`src/pkg/dlcd_pkg.sv`:
```
// Purpose: shared constants and types for the display-list draw decoder
// Assumes: 32-bit display-list words, APB register access
// Notes:   header word is opcode[31:24], command[23:16], low field[15:0]
package dlcd_pkg;

  // header opcodes of the decoded commands
  localparam logic [7:0] OP_DRAW   = 8'h10;
  localparam logic [7:0] OP_TRAP   = 8'h20;
  localparam logic [7:0] OP_VTX    = 8'h30;
  localparam logic [7:0] OP_VTXP   = 8'h31;
  localparam logic [7:0] OP_LINEP  = 8'h40;
  localparam logic [7:0] OP_RECTP  = 8'h50;
  localparam logic [7:0] OP_PATP   = 8'h51;
  localparam logic [7:0] OP_LPATP  = 8'h52;

  // command field codes
  localparam logic [2:0] CMD_LINE_GRP     = 3'h1;
  localparam int         LINE_REV_BIT     = 0;
  localparam int         LINE_SKIP_BIT    = 1;
  localparam int         LINE_DASH_BIT    = 2;
  localparam int         LINE_SMOOTH_BIT  = 4;
  localparam logic [7:0] CMD_SOLID_FILL   = 8'h41;
  localparam logic [7:0] CMD_BLOCK_PAT    = 8'h42;
  localparam logic [7:0] CMD_BIN_CHAR     = 8'h43;
  localparam logic [7:0] CMD_TRAP_RIGHT   = 8'h60;
  localparam logic [7:0] CMD_TRAP_LEFT    = 8'h61;
  localparam logic [7:0] CMD_FAN          = 8'h62;
  localparam logic [7:0] CMD_FLAG_FAN     = 8'h63;
  localparam logic [7:0] CMD_SHAPE_FINISH = 8'he1;
  localparam logic [7:0] CMD_FLAG_CLEAR   = 8'he2;

  // parameter words taken by each format
  localparam logic [3:0] NPRM_LINE = 4'h1;
  localparam logic [3:0] NPRM_TRAP = 4'h9;
  localparam logic [3:0] NPRM_VTX  = 4'h2;
  localparam logic [3:0] NPRM_VTXP = 4'h1;
  localparam logic [3:0] NPRM_RECT = 4'h2;
  localparam logic [3:0] NPRM_LPAT = 4'h3;

  // register byte offsets, reset values and control bits
  localparam logic [7:0]  REG_CTRL   = 8'h00;
  localparam logic [7:0]  REG_COLOR  = 8'h04;
  localparam logic [7:0]  REG_FG     = 8'h08;
  localparam logic [7:0]  REG_BG     = 8'h0c;
  localparam logic [7:0]  REG_FRAME_X_RES = 8'h10;
  localparam logic [7:0]  REG_STATUS = 8'h14;
  localparam logic [31:0] CTRL_RST   = 32'h0000_0001;
  localparam logic [15:0] FRAME_X_RES_RST = 16'h0000;
  localparam int          CTRL_EN_BIT     = 0;
  localparam int          CTRL_BPP16_BIT  = 1;
  localparam int          CTRL_TRANSP_BIT = 2;

  typedef enum logic [3:0] {
    ST_HDR   = 4'b0001,
    ST_PRM   = 4'b0010,
    ST_ISSUE = 4'b0100,
    ST_PAT   = 4'b1000
  } dlcd_state_t;

  typedef enum logic [2:0] {
    PK_NONE, PK_LINE, PK_TRAP, PK_FAN, PK_RECT, PK_PAT, PK_FINISH
  } dlcd_kind_t;

  typedef struct packed {
    dlcd_kind_t  kind;
    logic        reverse;
    logic        skip_last;
    logic        dash_restart;
    logic        smooth;
    logic        left_tri;
    logic        to_flag_buf;
    logic        flag_clear;
    logic        ignore_clip;
    logic        binary_char;
    logic        bpp16;
    logic        transparent_bg;
    logic [15:0] frame_x_resolution;
    logic [31:0] color;
    logic [31:0] fg;
    logic [31:0] bg;
  } dlcd_prim_t;

  typedef struct packed {
    logic       ok;
    logic [3:0] nprm;
    logic       cnt_in_hdr;
    logic       cnt_in_prm;
    dlcd_prim_t prim;
  } dlcd_dec_t;

  typedef struct packed {
    logic        psel;
    logic        penable;
    logic        pwrite;
    logic [7:0]  paddr;
    logic [31:0] pwdata;
  } dlcd_apb_req_t;

  typedef struct packed {
    logic [31:0] prdata;
    logic        pready;
    logic        pslverr;
  } dlcd_apb_rsp_t;

endpackage

```
`src/rtl/dlcd_decoder.sv`:
```
// Purpose: decode display-list draw commands into primitives and patterns
// Assumes: one clock, synchronous active-high reset, APB register access
// Notes:   pattern words leave one at a time through a one-word slot
//
// Design decisions made here: the register offsets and the APB interface to the registers.
`timescale 1ns/1ps
module dlcd_decoder
  import dlcd_pkg::*;
#(
  parameter int PRM_WORDS = 9
)(
  input  wire logic                    clock,
  input  wire logic                    rst,
  input  wire dlcd_apb_req_t           apb_req,
  output dlcd_apb_rsp_t                apb_rsp,
  input  wire logic                    dl_valid,
  input  wire logic [31:0]             dl_word,
  output logic                         dl_ready,
  output logic                         prim_valid,
  input  wire logic                    prim_ready,
  output dlcd_prim_t                   prim,
  output logic [PRM_WORDS-1:0][31:0]   prm,
  output logic                         pat_valid,
  output logic [31:0]                  pat_data,
  input  wire logic                    pat_ready
);

  // the trapezoid format needs the largest parameter file
  if (PRM_WORDS < int'(NPRM_TRAP))
  begin : g_chk
    $error("PRM_WORDS too small for the trapezoid format");
  end

  dlcd_state_t st_r, st_nxt;
  dlcd_dec_t   dec_w, dec_r;
  dlcd_prim_t  prim_r, prim_nxt;
  logic [31:0] prm_r [PRM_WORDS];
  logic [31:0] ctrl_r, color_r, fg_r, bg_r, rd_mux;
  logic [15:0] frame_x_res_r;
  logic [7:0]  bad_cnt_r, hdr_cmd_r;
  logic [3:0]  prm_idx_r;
  logic [31:0] pat_left_r;
  logic        dl_ready_r, dl_ready_nxt, prim_valid_r, prim_valid_nxt;
  logic        pat_valid_r, pat_valid_nxt;
  logic [31:0] pat_data_r, prdata_r;
  logic        pready_r, pslverr_r, reg_hit;
  logic        acc, prm_last, go_issue, apb_acc, apb_wr;

  // header decode: kind, options and parameter word count
  function automatic dlcd_dec_t dlcd_decode(input logic [31:0] h);
    dlcd_dec_t  d;
    logic [7:0] cmd;
    d = '0;
    cmd = h[23:16];
    case (h[31:24])
      OP_LINEP:
      begin
        d.prim.kind         = PK_LINE;
        d.nprm              = NPRM_LINE;
        d.ok                = (cmd[7:5] == CMD_LINE_GRP);
        d.prim.reverse      = cmd[LINE_REV_BIT];
        d.prim.skip_last    = cmd[LINE_SKIP_BIT];
        d.prim.dash_restart = cmd[LINE_DASH_BIT];
        d.prim.smooth       = cmd[LINE_SMOOTH_BIT];
      end
      OP_TRAP:
      begin
        d.prim.kind     = PK_TRAP;
        d.nprm          = NPRM_TRAP;
        d.prim.left_tri = (cmd == CMD_TRAP_LEFT);
        d.ok = (cmd == CMD_TRAP_LEFT) || (cmd == CMD_TRAP_RIGHT);
      end
      OP_VTX, OP_VTXP:
      begin
        d.prim.kind        = PK_FAN;
        d.nprm             = (h[31:24] == OP_VTXP) ? NPRM_VTXP : NPRM_VTX;
        d.prim.to_flag_buf = (cmd == CMD_FLAG_FAN);
        d.ok = (cmd == CMD_FAN) || (cmd == CMD_FLAG_FAN);
      end
      OP_RECTP:
      begin
        d.prim.kind        = PK_RECT;
        d.nprm             = NPRM_RECT;
        d.prim.ignore_clip = 1'b1;
        d.prim.flag_clear  = (cmd == CMD_FLAG_CLEAR);
        d.ok = (cmd == CMD_SOLID_FILL) || (cmd == CMD_FLAG_CLEAR);
      end
      OP_PATP:
      begin
        d.prim.kind        = PK_PAT;
        d.nprm             = NPRM_RECT;
        d.cnt_in_hdr       = 1'b1;
        d.prim.binary_char = (cmd == CMD_BIN_CHAR);
        d.ok = (cmd == CMD_BLOCK_PAT) || (cmd == CMD_BIN_CHAR);
      end
      OP_LPATP:
      begin
        d.prim.kind = PK_PAT;
        d.nprm      = NPRM_LPAT;
        d.cnt_in_prm = 1'b1;
        d.ok = (cmd == CMD_BLOCK_PAT);
      end
      OP_DRAW:
      begin
        d.prim.kind = PK_FINISH;
        d.ok = (cmd == CMD_SHAPE_FINISH);
      end
      default:
      begin
        d.ok = 1'b0;
      end
    endcase
    return d;
  endfunction

  // handshake terms of the display-list stream
  assign dec_w    = dlcd_decode(dl_word);
  assign acc      = dl_valid && dl_ready_r;
  assign prm_last = (prm_idx_r == dec_r.nprm - 4'h1);
  assign go_issue = acc && ((st_r == ST_HDR && dec_w.ok && dec_w.nprm == 4'h0)
                    || (st_r == ST_PRM && prm_last));

  // next state; every format walks its own word count
  always_comb
  begin
    st_nxt = st_r;
    case (st_r)
      ST_HDR:
        if (acc && dec_w.ok)
          st_nxt = (dec_w.nprm == 4'h0) ? ST_ISSUE : ST_PRM;
      ST_PRM:
        if (acc && prm_last)
          st_nxt = ST_ISSUE;
      ST_ISSUE:
        if (prim_valid_r && prim_ready)
          st_nxt = (pat_left_r != 32'h0) ? ST_PAT : ST_HDR;
      ST_PAT:
        if (acc && pat_left_r == 32'h1)
          st_nxt = ST_HDR;
      default:
        st_nxt = ST_HDR;
    endcase
  end

  always_ff @(posedge clock)
  begin
    if (rst)
      st_r <= ST_HDR;
    else
      st_r <= st_nxt;
  end

  // header capture, parameter index, bad header count
  always_ff @(posedge clock)
  begin
    if (rst)
    begin
      dec_r     <= '0;
      hdr_cmd_r <= 8'h00;
      prm_idx_r <= 4'h0;
      bad_cnt_r <= 8'h00;
    end
    else if (acc && st_r == ST_HDR)
    begin
      prm_idx_r <= 4'h0;
      if (dec_w.ok)
      begin
        dec_r     <= dec_w;
        hdr_cmd_r <= dl_word[23:16];
      end
      else
        bad_cnt_r <= bad_cnt_r + 8'h01; // one word dropped per bad header
    end
    else if (acc && st_r == ST_PRM)
      prm_idx_r <= prm_idx_r + 4'h1;
  end

  // parameter words go into the drawing registers in arrival order
  always_ff @(posedge clock)
  begin
    if (rst)
      prm_r <= '{default: 32'h0};
    else if (acc && st_r == ST_PRM)
      prm_r[prm_idx_r] <= dl_word;
  end

  // pattern count from the header or from a signed count word
  always_ff @(posedge clock)
  begin
    if (rst)
      pat_left_r <= 32'h0;
    else if (acc && st_r == ST_HDR)
      pat_left_r <= dec_w.cnt_in_hdr ? {16'h0, dl_word[15:0]} : 32'h0;
    else if (acc && st_r == ST_PRM && dec_r.cnt_in_prm && prm_idx_r == 4'h0)
      pat_left_r <= dl_word[31] ? 32'h0 : {1'b0, dl_word[30:0]};
    else if (acc && st_r == ST_PAT)
      pat_left_r <= pat_left_r - 32'h1;
  end

  // primitive descriptor, colours sampled when the command issues
  always_comb
  begin
    prim_nxt = (st_r == ST_HDR) ? dec_w.prim : dec_r.prim;
    prim_nxt.color          = color_r;
    prim_nxt.fg             = fg_r;
    prim_nxt.bg             = bg_r;
    prim_nxt.bpp16          = ctrl_r[CTRL_BPP16_BIT];
    prim_nxt.transparent_bg = ctrl_r[CTRL_TRANSP_BIT];
    prim_nxt.frame_x_resolution = frame_x_res_r;
  end

  // issue holds until the pipeline takes it
  assign prim_valid_nxt = go_issue || (prim_valid_r && !prim_ready);

  always_ff @(posedge clock)
  begin
    if (rst)
    begin
      prim_valid_r <= 1'b0;
      prim_r       <= '0;
    end
    else
    begin
      prim_valid_r <= prim_valid_nxt;
      if (go_issue)
        prim_r <= prim_nxt;
    end
  end

  // one-word pattern slot toward graphics memory
  assign pat_valid_nxt = (pat_valid_r && !pat_ready) || (acc && st_r == ST_PAT);

  always_ff @(posedge clock)
  begin
    if (rst)
    begin
      pat_valid_r <= 1'b0;
      pat_data_r  <= 32'h0;
    end
    else
    begin
      pat_valid_r <= pat_valid_nxt;
      if (acc && st_r == ST_PAT)
        pat_data_r <= dl_word;
    end
  end

  // registered ready; low during issue and while a pattern word waits,
  // which also keeps the next header behind the last pattern word
  assign dl_ready_nxt = ctrl_r[CTRL_EN_BIT] && !pat_valid_nxt
                        && (st_nxt != ST_ISSUE);

  always_ff @(posedge clock)
  begin
    if (rst)
      dl_ready_r <= 1'b0;
    else
      dl_ready_r <= dl_ready_nxt;
  end

  // apb: one wait state, writes land on the pready edge
  assign apb_acc = apb_req.psel && apb_req.penable;
  assign apb_wr  = apb_acc && pready_r && apb_req.pwrite && reg_hit;

  always_comb
  begin
    reg_hit = 1'b1;
    rd_mux  = 32'h0;
    case (apb_req.paddr)
      REG_CTRL:   rd_mux = ctrl_r;
      REG_COLOR:  rd_mux = color_r;
      REG_FG:     rd_mux = fg_r;
      REG_BG:     rd_mux = bg_r;
      REG_FRAME_X_RES: rd_mux = {16'h0, frame_x_res_r};
      REG_STATUS: rd_mux = {16'h0, bad_cnt_r, 2'b00, pat_valid_r,
                            prim_valid_r, st_r};
      default:    reg_hit = 1'b0;
    endcase
  end

  always_ff @(posedge clock)
  begin
    if (rst)
    begin
      pready_r  <= 1'b0;
      pslverr_r <= 1'b0;
      prdata_r  <= 32'h0;
    end
    else
    begin
      pready_r <= apb_acc && !pready_r;
      if (apb_acc && !pready_r)
      begin
        pslverr_r <= !reg_hit;
        prdata_r  <= apb_req.pwrite ? 32'h0 : rd_mux;
      end
    end
  end

  // software-written settings; status is read-only
  always_ff @(posedge clock)
  begin
    if (rst)
    begin
      ctrl_r  <= CTRL_RST;
      color_r <= 32'h0;
      fg_r    <= 32'h0;
      bg_r    <= 32'h0;
      frame_x_res_r <= FRAME_X_RES_RST;
    end
    else if (apb_wr)
    begin
      case (apb_req.paddr)
        REG_CTRL:  ctrl_r  <= apb_req.pwdata;
        REG_COLOR: color_r <= apb_req.pwdata;
        REG_FG:    fg_r    <= apb_req.pwdata;
        REG_BG:    bg_r    <= apb_req.pwdata;
        REG_FRAME_X_RES: frame_x_res_r <= apb_req.pwdata[15:0];
        default:   ctrl_r  <= ctrl_r;
      endcase
    end
  end

  // outputs straight from flops
  assign apb_rsp    = '{prdata: prdata_r, pready: pready_r, pslverr: pslverr_r};
  assign dl_ready   = dl_ready_r;
  assign prim_valid = prim_valid_r;
  assign prim       = prim_r;
  assign pat_valid  = pat_valid_r;
  assign pat_data   = pat_data_r;

  // one process drives the whole packed port; per-element assigns would
  // be several continuous drivers on one variable
  always_comb
  begin
    for (int i = 0; i < PRM_WORDS; i++)
      prm[i] = prm_r[i];
  end
endmodule // dlcd_decoder

```
`config.mk`:
```
export PLATFORM = sky130hd
export DESIGN_NAME = dlcd_decoder
export DESIGN_NICKNAME = d
export VERILOG_FILES = /design/src/pkg/dlcd_pkg.sv /design/src/rtl/dlcd_decoder.sv
export SDC_FILE = /design/constraint.sdc
export NUM_CORES = 1
export LEC_CHECK = 0
export CAP_MARGIN = 20
export CORE_MARGIN = 2
export CORE_UTILIZATION = 30
export DETAILED_ROUTE_END_ITERATION = 12
export DONT_BUFFER_PORTS = 1
export SKIP_CTS_REPAIR_TIMING = 1
export SLEW_MARGIN = 25
export SYNTH_ARGS = -nofsm -noshare
export SYNTH_HDL_FRONTEND = slang
export SYNTH_SLANG_ARGS = --single-unit
```
`constraint.sdc`:
```
create_clock -name clock -period 2.9 [get_ports clock]
set_input_delay 0.29 -clock clock [delete_from_list [all_inputs] [get_ports clock]]
set_output_delay 0.29 -clock clock [all_outputs]
set_load 0.05 [all_outputs]
```
==> flow_metrics.tcl, run 1 <==
set metrics [dict create \
    status "finished with violations" \
    violations "max-slew violations, negative setup slack" \
    critPathArrivalTime_ns 3.76 \
    fp.dieH_um 306.4 \
    cpPeakStageDelay_ns 1.29 \
    fin_ws_ns -0.2974 \
    stdcell_count 4627 \
    r2r_setup_slack_ns 0.08 \
    die_x_um 306.4 \
    cts_made_buffers 78 \
    route.met2.wl_um 48260 \
    yosysTopAreaCell "dfxtp_1" \
    crit_family "compound AO/OA/AOI/OAI gates" \
    ys_ff_latch 691 \
    cts.sinks 691 \
    hold_violations 0 \
    grt-ovfl-total 0 \
    worstSkewPairLatency_ns 0.64 \
    finalClockSkew_ns 0.02435 \
    ctsLongestPathBuffers 3 \
    r2r-start "st_r[3]" \
    wl_met3_um 10750 \
    hold_start "apb_req[35]" \
    routed_wl_um 103000 \
    grt_pass1_wl_um 142700 \
    clk_pin_slew_ns 0.06 \
    grt_max_degree 539 \
    cp_max_fo 388 \
    synth_nets 3426 \
    synth.most_common_cell "nand2_1" \
    drive_gt1_share_pct 7.985 \
    tightest_slew_ns 2.389 \
    h-tree-depth 3 \
    period_share_pct 110.3 \
    start_kind "input pin" \
    ir_worst_vdd_uv 488.9 \
    start_util_pct 30.38 \
    p_leak_nw 11.84 \
    wl_met1_um 41000 \
    wl_per_cell_um 22.26 \
    crit_slowest_cell "a21oi_1" \
    yosysSeqAreaShare_pct 50.43 \
    synth_cell_types 78 \
    hold_path.class "in -> reg" \
    setup_tns_ns -0.2974 \
    topRoutingLayerUsed "met5" \
    track_usage_pct 19.80 \
    syn_area_sq_um 27430 \
    finalMaxSlewViolations 269 \
    worstHoldPathCells 2 \
    synthCells 3337 \
    placed_area_sq_um 28510 \
    dr.pass1.iters 5 \
    viasPerCell 5.093 \
    finalSetupViolations 1 \
    whs_endpoint "prdata_r[17]" \
    hpwlAfterDp_um 63540 \
    final_util_pct 36.59 \
    placementRows 110 \
    period_needed_ns 3.197 \
    routabilityCongestion 0.8162 \
    syn_to_final_growth_pct 20.44 \
    cp_cell_sequence "a21oi_1 -> o21ai_0 -> a21oi_1 -> a21oi_1 -> o211ai_1" \
    io_buffers 0 \
    synth_edf_count 0 \
    cap_violations 0 \
    drc_errors 0 \
    critPathRequiredTime_ns 3.46 \
    path_common_cell "a21oi_1" \
    vias 23560 \
    r2r_end "prm[273]" \
    ys_warn_count 0 \
    syn_area_per_cell_sq_um 8.220 \
    drt_iter0_drc 2184 \
    fp.coreArea_sq_um 90290 \
    placed_cells 4308 \
    fin_nets 3475 \
    grt_pass1_vias 21510 \
    critPathCaptureType "flop" \
    clockRootBuffer "clkbuf_16" \
    cts_tree "yes" \
    synthTopCellsByArea "dfxtp_1 (50%), nand2_1 (17%), a21oi_1 (9.0%)" \
    fin_area_sq_um 33040 \
    power.total_mw 20.83 \
    synth_top_flop_cell "dfxtp_1" \
    antenna_found_initial 13 \
    slew_headroom_pct -59.25 \
    io_pins 563 \
    powerDensity_nw_per_um2 630.5 \
    die-area_sq_um 93870 \
    synth_top_area_share_pct 50.43 \
    crit_type "in -> reg" \
    synthArstFlopShare_pct 0 \
    fmax_ghz 0.3128 \
    synthTopCellsByCount "nand2_1 (1,211), dfxtp_1 (691), a21oi_1 (495)" \
    worst-path-buf-inv 0 \
    reg2reg_depth 7 \
    postRouteAntennaNets 0 \
]
kinds of logic after synthesis:
group / after synthesis / share of synthesized area [%]
flip-flops: 691 / 50.43
AO/OA/AOI/OAI: 630 / 12.80
AND/OR/NAND/NOR: 1505 / 22.77
buffers and inverters: 298 / 4.716
multiplexers: 185 / 8.265
adder cells (fa/ha/maj): 10 / 0.4470
XOR/XNOR: 18 / 0.5747
sequential cells by signal, indices dropped and copies added, names as in the netlist, 8 cells and up:
register	cells
bad_cnt_r	8
bg_r	32
color_r	32
ctrl_r	32
dec_r	16
fg_r	32
frame_x_res_r	16
pat_data	32
pat_left_r	32
prdata_r	32
prim	126
prm	288
cell usage in the layout, fill, tap and decap left out, drive strengths merged, types with 31 or more instances in the layout:
cell and n:
nor2b 31, o21ai 32, a21oi 495, nand2 1214, mux2i 141, nor2 95
mux4 32, clkbuf 115, dlygate4sd3 173, buf 76, dfxtp 691
routing by layer:
layer / global-route usage, % / vias up
met5: 0 / -
met4: 6.692 / 18
li1: - / 11190
met2: 33.00 / 953
met3: 7.604 / 173
met1: 23.21 / 11230
power breakdown:
part	internal [mW]	total, mW	switching, mW
logic	0.237	0.758	0.521
registers	9.51	9.54	0.0303
clock network	6.38	10.5	4.15
stage by stage:
| stage | setup WS [ns] | hold WS (ns) |
|---|---|---|
| floorplan | 0.4592 | 0.4140 |
| global placement | 0.2350 | 0.4242 |
| detailed placement | 0.2604 | 0.4271 |
| CTS | 0.2891 | -0.2823 |
| global route | -0.03294 | 0.002354 |
| finish | -0.2974 | 0.009885 |
final cells by class:
cell class | count | area [sq um]
fill | 9250 | 57250
sequential | 691 | 13830
multi-input combinational | 2348 | 12350
timing repair buffer | 249 | 2535
clock buffer | 115 | 2364
tap | 1176 | 1471
clock inverter | 23 | 389.1
inverter | 18 | 75.07
antenna | 7 | 17.52
worst max path at each step:
stage               cells after the start              to        start  slack [ns]
global route                            7        prm[273]      st_r[3]       -0.03
floorplan                               9       prim[124]  dl_word[30]        0.46
detailed placement                      8        prim[46]  dl_word[24]        0.26
finish                                  5  pat_left_r[30]          rst       -0.30
CTS                                     7  pat_left_r[11]      st_r[3]        0.29
global placement                        6         st_r[1]  dl_word[22]        0.24
(Power assumes the default switching activity.)
==> run 2, diff against run 1 <==
--- a/config.mk
+++ b/config.mk
@@ -5,6 +5,7 @@
 export SDC_FILE = /design/constraint.sdc
 export NUM_CORES = 1
 export LEC_CHECK = 0
+export ABC_AREA = 1
 export CAP_MARGIN = 20
 export CORE_MARGIN = 2
 export CORE_UTILIZATION = 30
==> run 2 against run 1 <==
Compared with the run above: the run ends with negative hold slack left; clock skew grew 0.0069 ns; final cell count is 6.1% higher; synthesized cell count up 11%; wire length decreased by 3.5%; sequential power barely moved; global-route usage up 0.26 points; critical path depth grew 8; worst hold slack worse by 0.024 ns; fmax increased by 16%; highest routed layer unchanged.
==> flow_metrics.tcl, run 2 <==
set metrics [dict create \
    cts_tree "yes" \
    placed_cells 4692 \
    pre_cts_slack_ns 0.3856 \
    tightest_slew_ns 1.113 \
    grt-ovfl-total 0 \
    drt_iter0_drc 2004 \
    slew_headroom_pct 25.56 \
    yosysTopAreaCell "dfxtp_1" \
    synth_nets 3790 \
    hold_violations 1 \
    start_kind "input pin" \
    vias 24080 \
    cp-startpoint "dl_word[31]" \
    postRouteAntennaNets 0 \
    period_needed_ns 2.762 \
    fin_ws_ns 0.1379 \
    topRoutingLayerUsed "met5" \
    num-fill-cells 9419 \
    largest_reg_flops 288 \
    wl_per_cell_um 20.25 \
    track_usage_pct 20.06 \
    path_common_cell "nand2_1" \
    wl_met1_um 41950 \
    clk_pin_slew_ns 0.06 \
    synth_edf_count 0 \
    grt_pass1_wl_um 144000 \
    crit_type "in -> reg" \
    fp.coreArea_sq_um 90150 \
    io_pins 563 \
    antenna_found_initial 10 \
    ir_worst_vdd_uv 456.9 \
    grt_max_degree 105 \
    ys_ff_latch 691 \
    stdcell_count 4909 \
    finalMaxSlewViolations 0 \
    ys_warn_count 0 \
    crit_slowest_cell "dlygate4sd3_1" \
    p_switching_mw 4.884 \
    viasPerCell 4.904 \
    power.total_mw 20.85 \
    synth_top_flop_cell "dfxtp_1" \
    route.met2.wl_um 45310 \
    synthTopCellsByCount "dfxtp_1 (691), nand2_1 (563), a21oi_1 (508)" \
    synthTopCellsByArea "dfxtp_1 (51%), a21oi_1 (9.3%), o21ai_0 (9.2%)" \
    dr.pass1.iters 5 \
    routed_wl_um 99390 \
    yosysSeqAreaShare_pct 50.61 \
    wl_met3_um 9174 \
    p_leak_nw 11.71 \
    hold-worst-slack_ns -0.01371 \
    powerDensity_nw_per_um2 654.6 \
    drc_errors 0 \
    status "finished with violations" \
    period_share_pct 95.24 \
    r2r_setup_slack_ns 0.34 \
    fin_nets 3758 \
    cts_made_buffers 76 \
    violations "negative hold slack" \
    synth_top_area_share_pct 50.61 \
    finalSetupViolations 0 \
    grt_pass1_vias 21810 \
    die_x_um 305.8 \
    fmax_ghz 0.3620 \
    reg2reg_depth 10 \
    rsz0062_at_grt "false" \
    placementRows 110 \
    cap_violations 0 \
    combPwrFrac_pct 5.0 \
    crit_end "prim[50]" \
    h-tree-depth 3 \
    ctsLongestPathBuffers 3 \
    syn_to_final_growth_pct 16.53 \
    critPathArrivalTime_ns 3.30 \
    cp_cell_sequence "dlygate4sd3_1 -> inv_2 -> nand2_1 -> nor2_1 -> nand2_1 -> nand2_1 -> nor2_1 -> nand3_2 -> nand2_8 -> buf_12 -> nand2_1 -> nand2_1 -> nor2_1" \
    most-common-layout-cells "dfxtp_1 (691), nand2_1 (560), a21oi_1 (508)" \
    r2r-start "prm_idx_r[1]" \
    critPathRequiredTime_ns 3.44 \
    synthArstFlopShare_pct 0 \
    seq_power_share_pct 45.8 \
    clockRootBuffer "clkbuf_16" \
    drive_gt1_share_pct 6.091 \
    cpPeakStageDelay_ns 0.90 \
    syn_area_sq_um 27330 \
    p_clk_share_pct 49.1 \
    worstSkewPairLatency_ns 0.65 \
    start_util_pct 30.32 \
    syn_area_per_cell_sq_um 7.385 \
    final_common_cell "dfxtp_1" \
    die-area_sq_um 93540 \
    synth.most_common_cell "dfxtp_1" \
    fp.dieH_um 305.8 \
    cp_max_fo 52 \
    routabilityCongestion 0.8807 \
    hold_path.class "in -> reg" \
    cts.sinks 691 \
    setup_tns_ns 0 \
    r2r_end "pat_left_r[10]" \
    finalClockSkew_ns 0.03129 \
    p_int_mw 15.97 \
    critPathCaptureType "flop" \
    synthCells 3701 \
    io_buffers 0 \
    swShare_pct 23.42 \
    hpwlAfterDp_um 67830 \
    synth_cell_types 41 \
]
==> run 2: cell families after synthesis <==
group	Yosys count	synth area share, %
buf+inv	679	9.952
simple gates	1192	17.51
xor+xnor	20	0.6409
flops	691	50.61
mux	1	0.03662
fa+ha+maj	9	0.4120
compound gates	1109	20.84
==> run 2: per-layer routing <==
| metal | up-vias | global-route usage [%] |
|---|---|---|
| li1 | 11880 | - |
| met1 | 11180 | 24.98 |
| met2 | 827 | 31.97 |
| met3 | 181 | 7.002 |
| met4 | 8 | 7.263 |
| met5 | - | 0 |
==> run 2: area by class of cell <==
cell class / count / area [sq um] / area share [%]
inverters: 435 / 1643 / 5.158
multi-input cells: 2331 / 10820 / 33.97
diodes: 6 / 15.01 / 0.04714
clock inverters: 25 / 385.4 / 1.210
flip-flops and latches: 691 / 13830 / 43.43
clock buffers: 111 / 2285 / 7.173
repair buffers: 134 / 1399 / 4.392
well taps: 1176 / 1471 / 4.620
==> run 2: power groups by stage <==
stage                     sequential, mW  clock (mW)  combinational (mW)
after floorplan                     9.75           0               0.638
after global placement              9.77           0               0.784
after detailed placement            9.77           0               0.789
after CTS                           9.56        10.4               0.794
after global routing                9.55        10.8                1.17
final                               9.56        10.2                1.05
==> run 2: worst min path at each step <==
| stage | cells past startpoint | slack (ns) | to | startpoint |
|---|---|---|---|---|
| finish | 5 | -0.01 | pat_left_r[28] | dl_word[31] |
| global route | 2 | 0.004 | prm[118] | dl_word[22] |
| CTS | 1 | -0.32 | prm[18] | rst |
| detailed placement | 1 | 0.38 | prm[18] | rst |
| global placement | 1 | 0.38 | prm[18] | rst |
| floorplan | 2 | 0.42 | ctrl_r[19] | apb_req[19] |
==> run 2: through the flow <==
step,util [%],cell area [sq um]
5_1_grt,35.32,31840
3_5_place_dp,31.50,28400
3_3_place_gp,31.50,28400
4_1_cts,34.46,31070
6_report,35.33,31850
2_1_floorplan,-,27330
==> run 2: critical path, delay by kind of cell <==
family	cells	cell delay, ns
AND/OR/NAND/NOR	10	1.50
buffers and inverters	3	1.42
==> run 3, diff against run 2 <==
==> constraint.sdc (replaced) <==
create_clock -name clock -period 3 [get_ports clock]
set_input_delay 0.3 -clock clock [delete_from_list [all_inputs] [get_ports clock]]
set_output_delay 0.3 -clock clock [all_outputs]
set_load 0.05 [all_outputs]
==> run 3 against run 2 <==
Compared with the run above: the run still ends with negative hold slack left; clock skew decreased by 0.0093 ns; utilization decreased by 0.068 points; power decreased by 3.3%; final area decreased by 0.19%; clock power about the same; wire length about the same; final cell count about the same; worst hold slack got worse by 0.044 ns; largest power group unchanged.
==> flow_metrics.tcl, run 3 (synthesized netlist as in run 2, its figures left out) <==
set metrics [dict create \
    status "finished with violations" \
    violations "negative hold slack" \
    period_share_pct 94.38 \
    grt_pass1_vias 22050 \
    fin_ws_ns 0.1687 \
    wl_per_cell_um 20.27 \
    hold-worst-slack_ns -0.05726 \
    fp.coreArea_sq_um 90150 \
    r2r-start "pready_r" \
    dr.pass1.iters 8 \
    cts_made_buffers 76 \
    drt_iter0_drc 2036 \
    most-common-layout-cells "dfxtp_1 (691), nand2_1 (560), a21oi_1 (508)" \
    antenna_found_initial 12 \
    crit_slowest_cell "dlygate4sd3_1" \
    fp.dieH_um 305.8 \
    fin_nets 3758 \
    largest_reg_flops 288 \
    period_needed_ns 2.831 \
    die_x_um 305.8 \
    drc_errors 0 \
    whs_endpoint "pslverr_r" \
    finalClockSkew_ns 0.02194 \
    cp_max_fo 49 \
    worstSkewPairLatency_ns 0.65 \
    syn_to_final_growth_pct 16.31 \
    postRouteAntennaNets 0 \
    grt-ovfl-total 0 \
    worstHoldPathCells 3 \
    hpwlAfterDp_um 68570 \
    ctsLongestPathBuffers 3 \
    grt_pass1_wl_um 144400 \
    hold_path.class "in -> reg" \
    worst-path-buf-inv 3 \
    hold_start "apb_req[41]" \
    cts.sinks 691 \
    crit_type "in -> reg" \
    drive_gt1_share_pct 6.141 \
    slew_headroom_pct 14.56 \
    track_usage_pct 20.16 \
    routabilityCongestion 0.8852 \
    critPathCaptureType "flop" \
    start_util_pct 30.32 \
    cap_violations 0 \
    vias 24200 \
    critPathArrivalTime_ns 3.36 \
    start_kind "input pin" \
    finalSetupViolations 0 \
    grt_max_degree 126 \
    fmax_ghz 0.3532 \
    clockRootBuffer "clkbuf_16" \
    die-area_sq_um 93540 \
    fin_area_sq_um 31790 \
    h-tree-depth 3 \
    r2r_setup_slack_ns 0.37 \
    setup_tns_ns 0 \
    reg2reg_depth 7 \
    hold_violations 4 \
    ir_worst_vdd_uv 473.3 \
    placementRows 110 \
    cpPeakStageDelay_ns 0.79 \
    critPathRequiredTime_ns 3.53 \
    final_common_cell "dfxtp_1" \
    placed_area_sq_um 28420 \
    finalMaxSlewViolations 0 \
    pre_cts_slack_ns 0.3589 \
    cp_cell_sequence "dlygate4sd3_1 -> inv_2 -> nor2_4 -> nand2_4 -> nor2_1 -> nand3_1 -> nand2_1 -> nor2_1 -> nand2_2 -> nand3_2 -> nand2_8 -> buf_12 -> nand2_1 -> nand2_1 -> nor2_1" \
    r2r_end "ctrl_r[9]" \
    io_pins 563 \
    power.total_mw 20.16 \
    tightest_slew_ns 1.277 \
    p_leak_nw 11.69 \
    clk_pin_slew_ns 0.06 \
    powerDensity_nw_per_um2 634.0 \
    routed_wl_um 99490 \
    viasPerCell 4.932 \
    crit_family "simple AND/OR/NAND/NOR gates" \
    cts_tree "yes" \
    io_buffers 0 \
]
-- run 3: cell types whose count changed in the layout (fill, tap and decap cells not counted), moves of 3 or more --
cell / change
buf_4: +6
clkbuf_1: +5
diode_2: -3
dlygate4sd3_1: -5
-- run 3: power by group --
part,leakage [nW],internal (mW),switching (mW)
logic,4.82,0.308,0.708
clock network,1.30,5.96,3.94
registers,5.57,9.20,0.0376
-- run 3: layout make-up --
type / instances / area, sq um
Antenna cell: 3 / 7.507
Clock buffer: 114 / 2276
Clock inverter: 24 / 366.6
Fill cell: 9471 / 58360
Inverter: 435 / 1642
Multi-Input combinational cell: 2331 / 10820
Sequential cell: 691 / 13830
Tap cell: 1176 / 1471
Timing Repair Buffer: 134 / 1374
-- run 3: routing by layer --
| metal | share of wire (%) | wire length [um] | GRT usage [%] |
|---|---|---|---|
| met5 | 0.035 | 35 | 0 |
| met4 | 4.0 | 3997 | 7.733 |
| met3 | 9.9 | 9823 | 7.320 |
| met2 | 44 | 44150 | 31.73 |
| met1 | 42 | 41480 | 25.11 |
-- run 3: worst max-delay path by stage --
stage	slack [ns]	from	to	cells past startpoint
finish	0.17	dl_word[30]	prim[2]	15
global route	-0.006	dl_word[30]	prim[97]	15
CTS	0.33	dl_ready	pat_left_r[10]	8
detailed placement	0.36	dl_ready	pat_left_r[10]	8
global placement	0.42	dl_ready	pat_left_r[7]	8
floorplan	0.91	dl_ready	prm[110]	9
-- run 3: tightest hold or removal path: stages --
cell     delay (ns)
nand2_1        0.06
nor2_1         0.06
a21oi_1        0.13
-- run 3: metrics by stage --
| stage | instances | util, % |
|---|---|---|
| after detailed placement | 4697 | 31.53 |
| after CTS | 4835 | 34.46 |
| after global placement | 4697 | 31.53 |
| after global routing | 4907 | 35.26 |
| after floorplan | 3701 | - |
| final | 4908 | 35.26 |
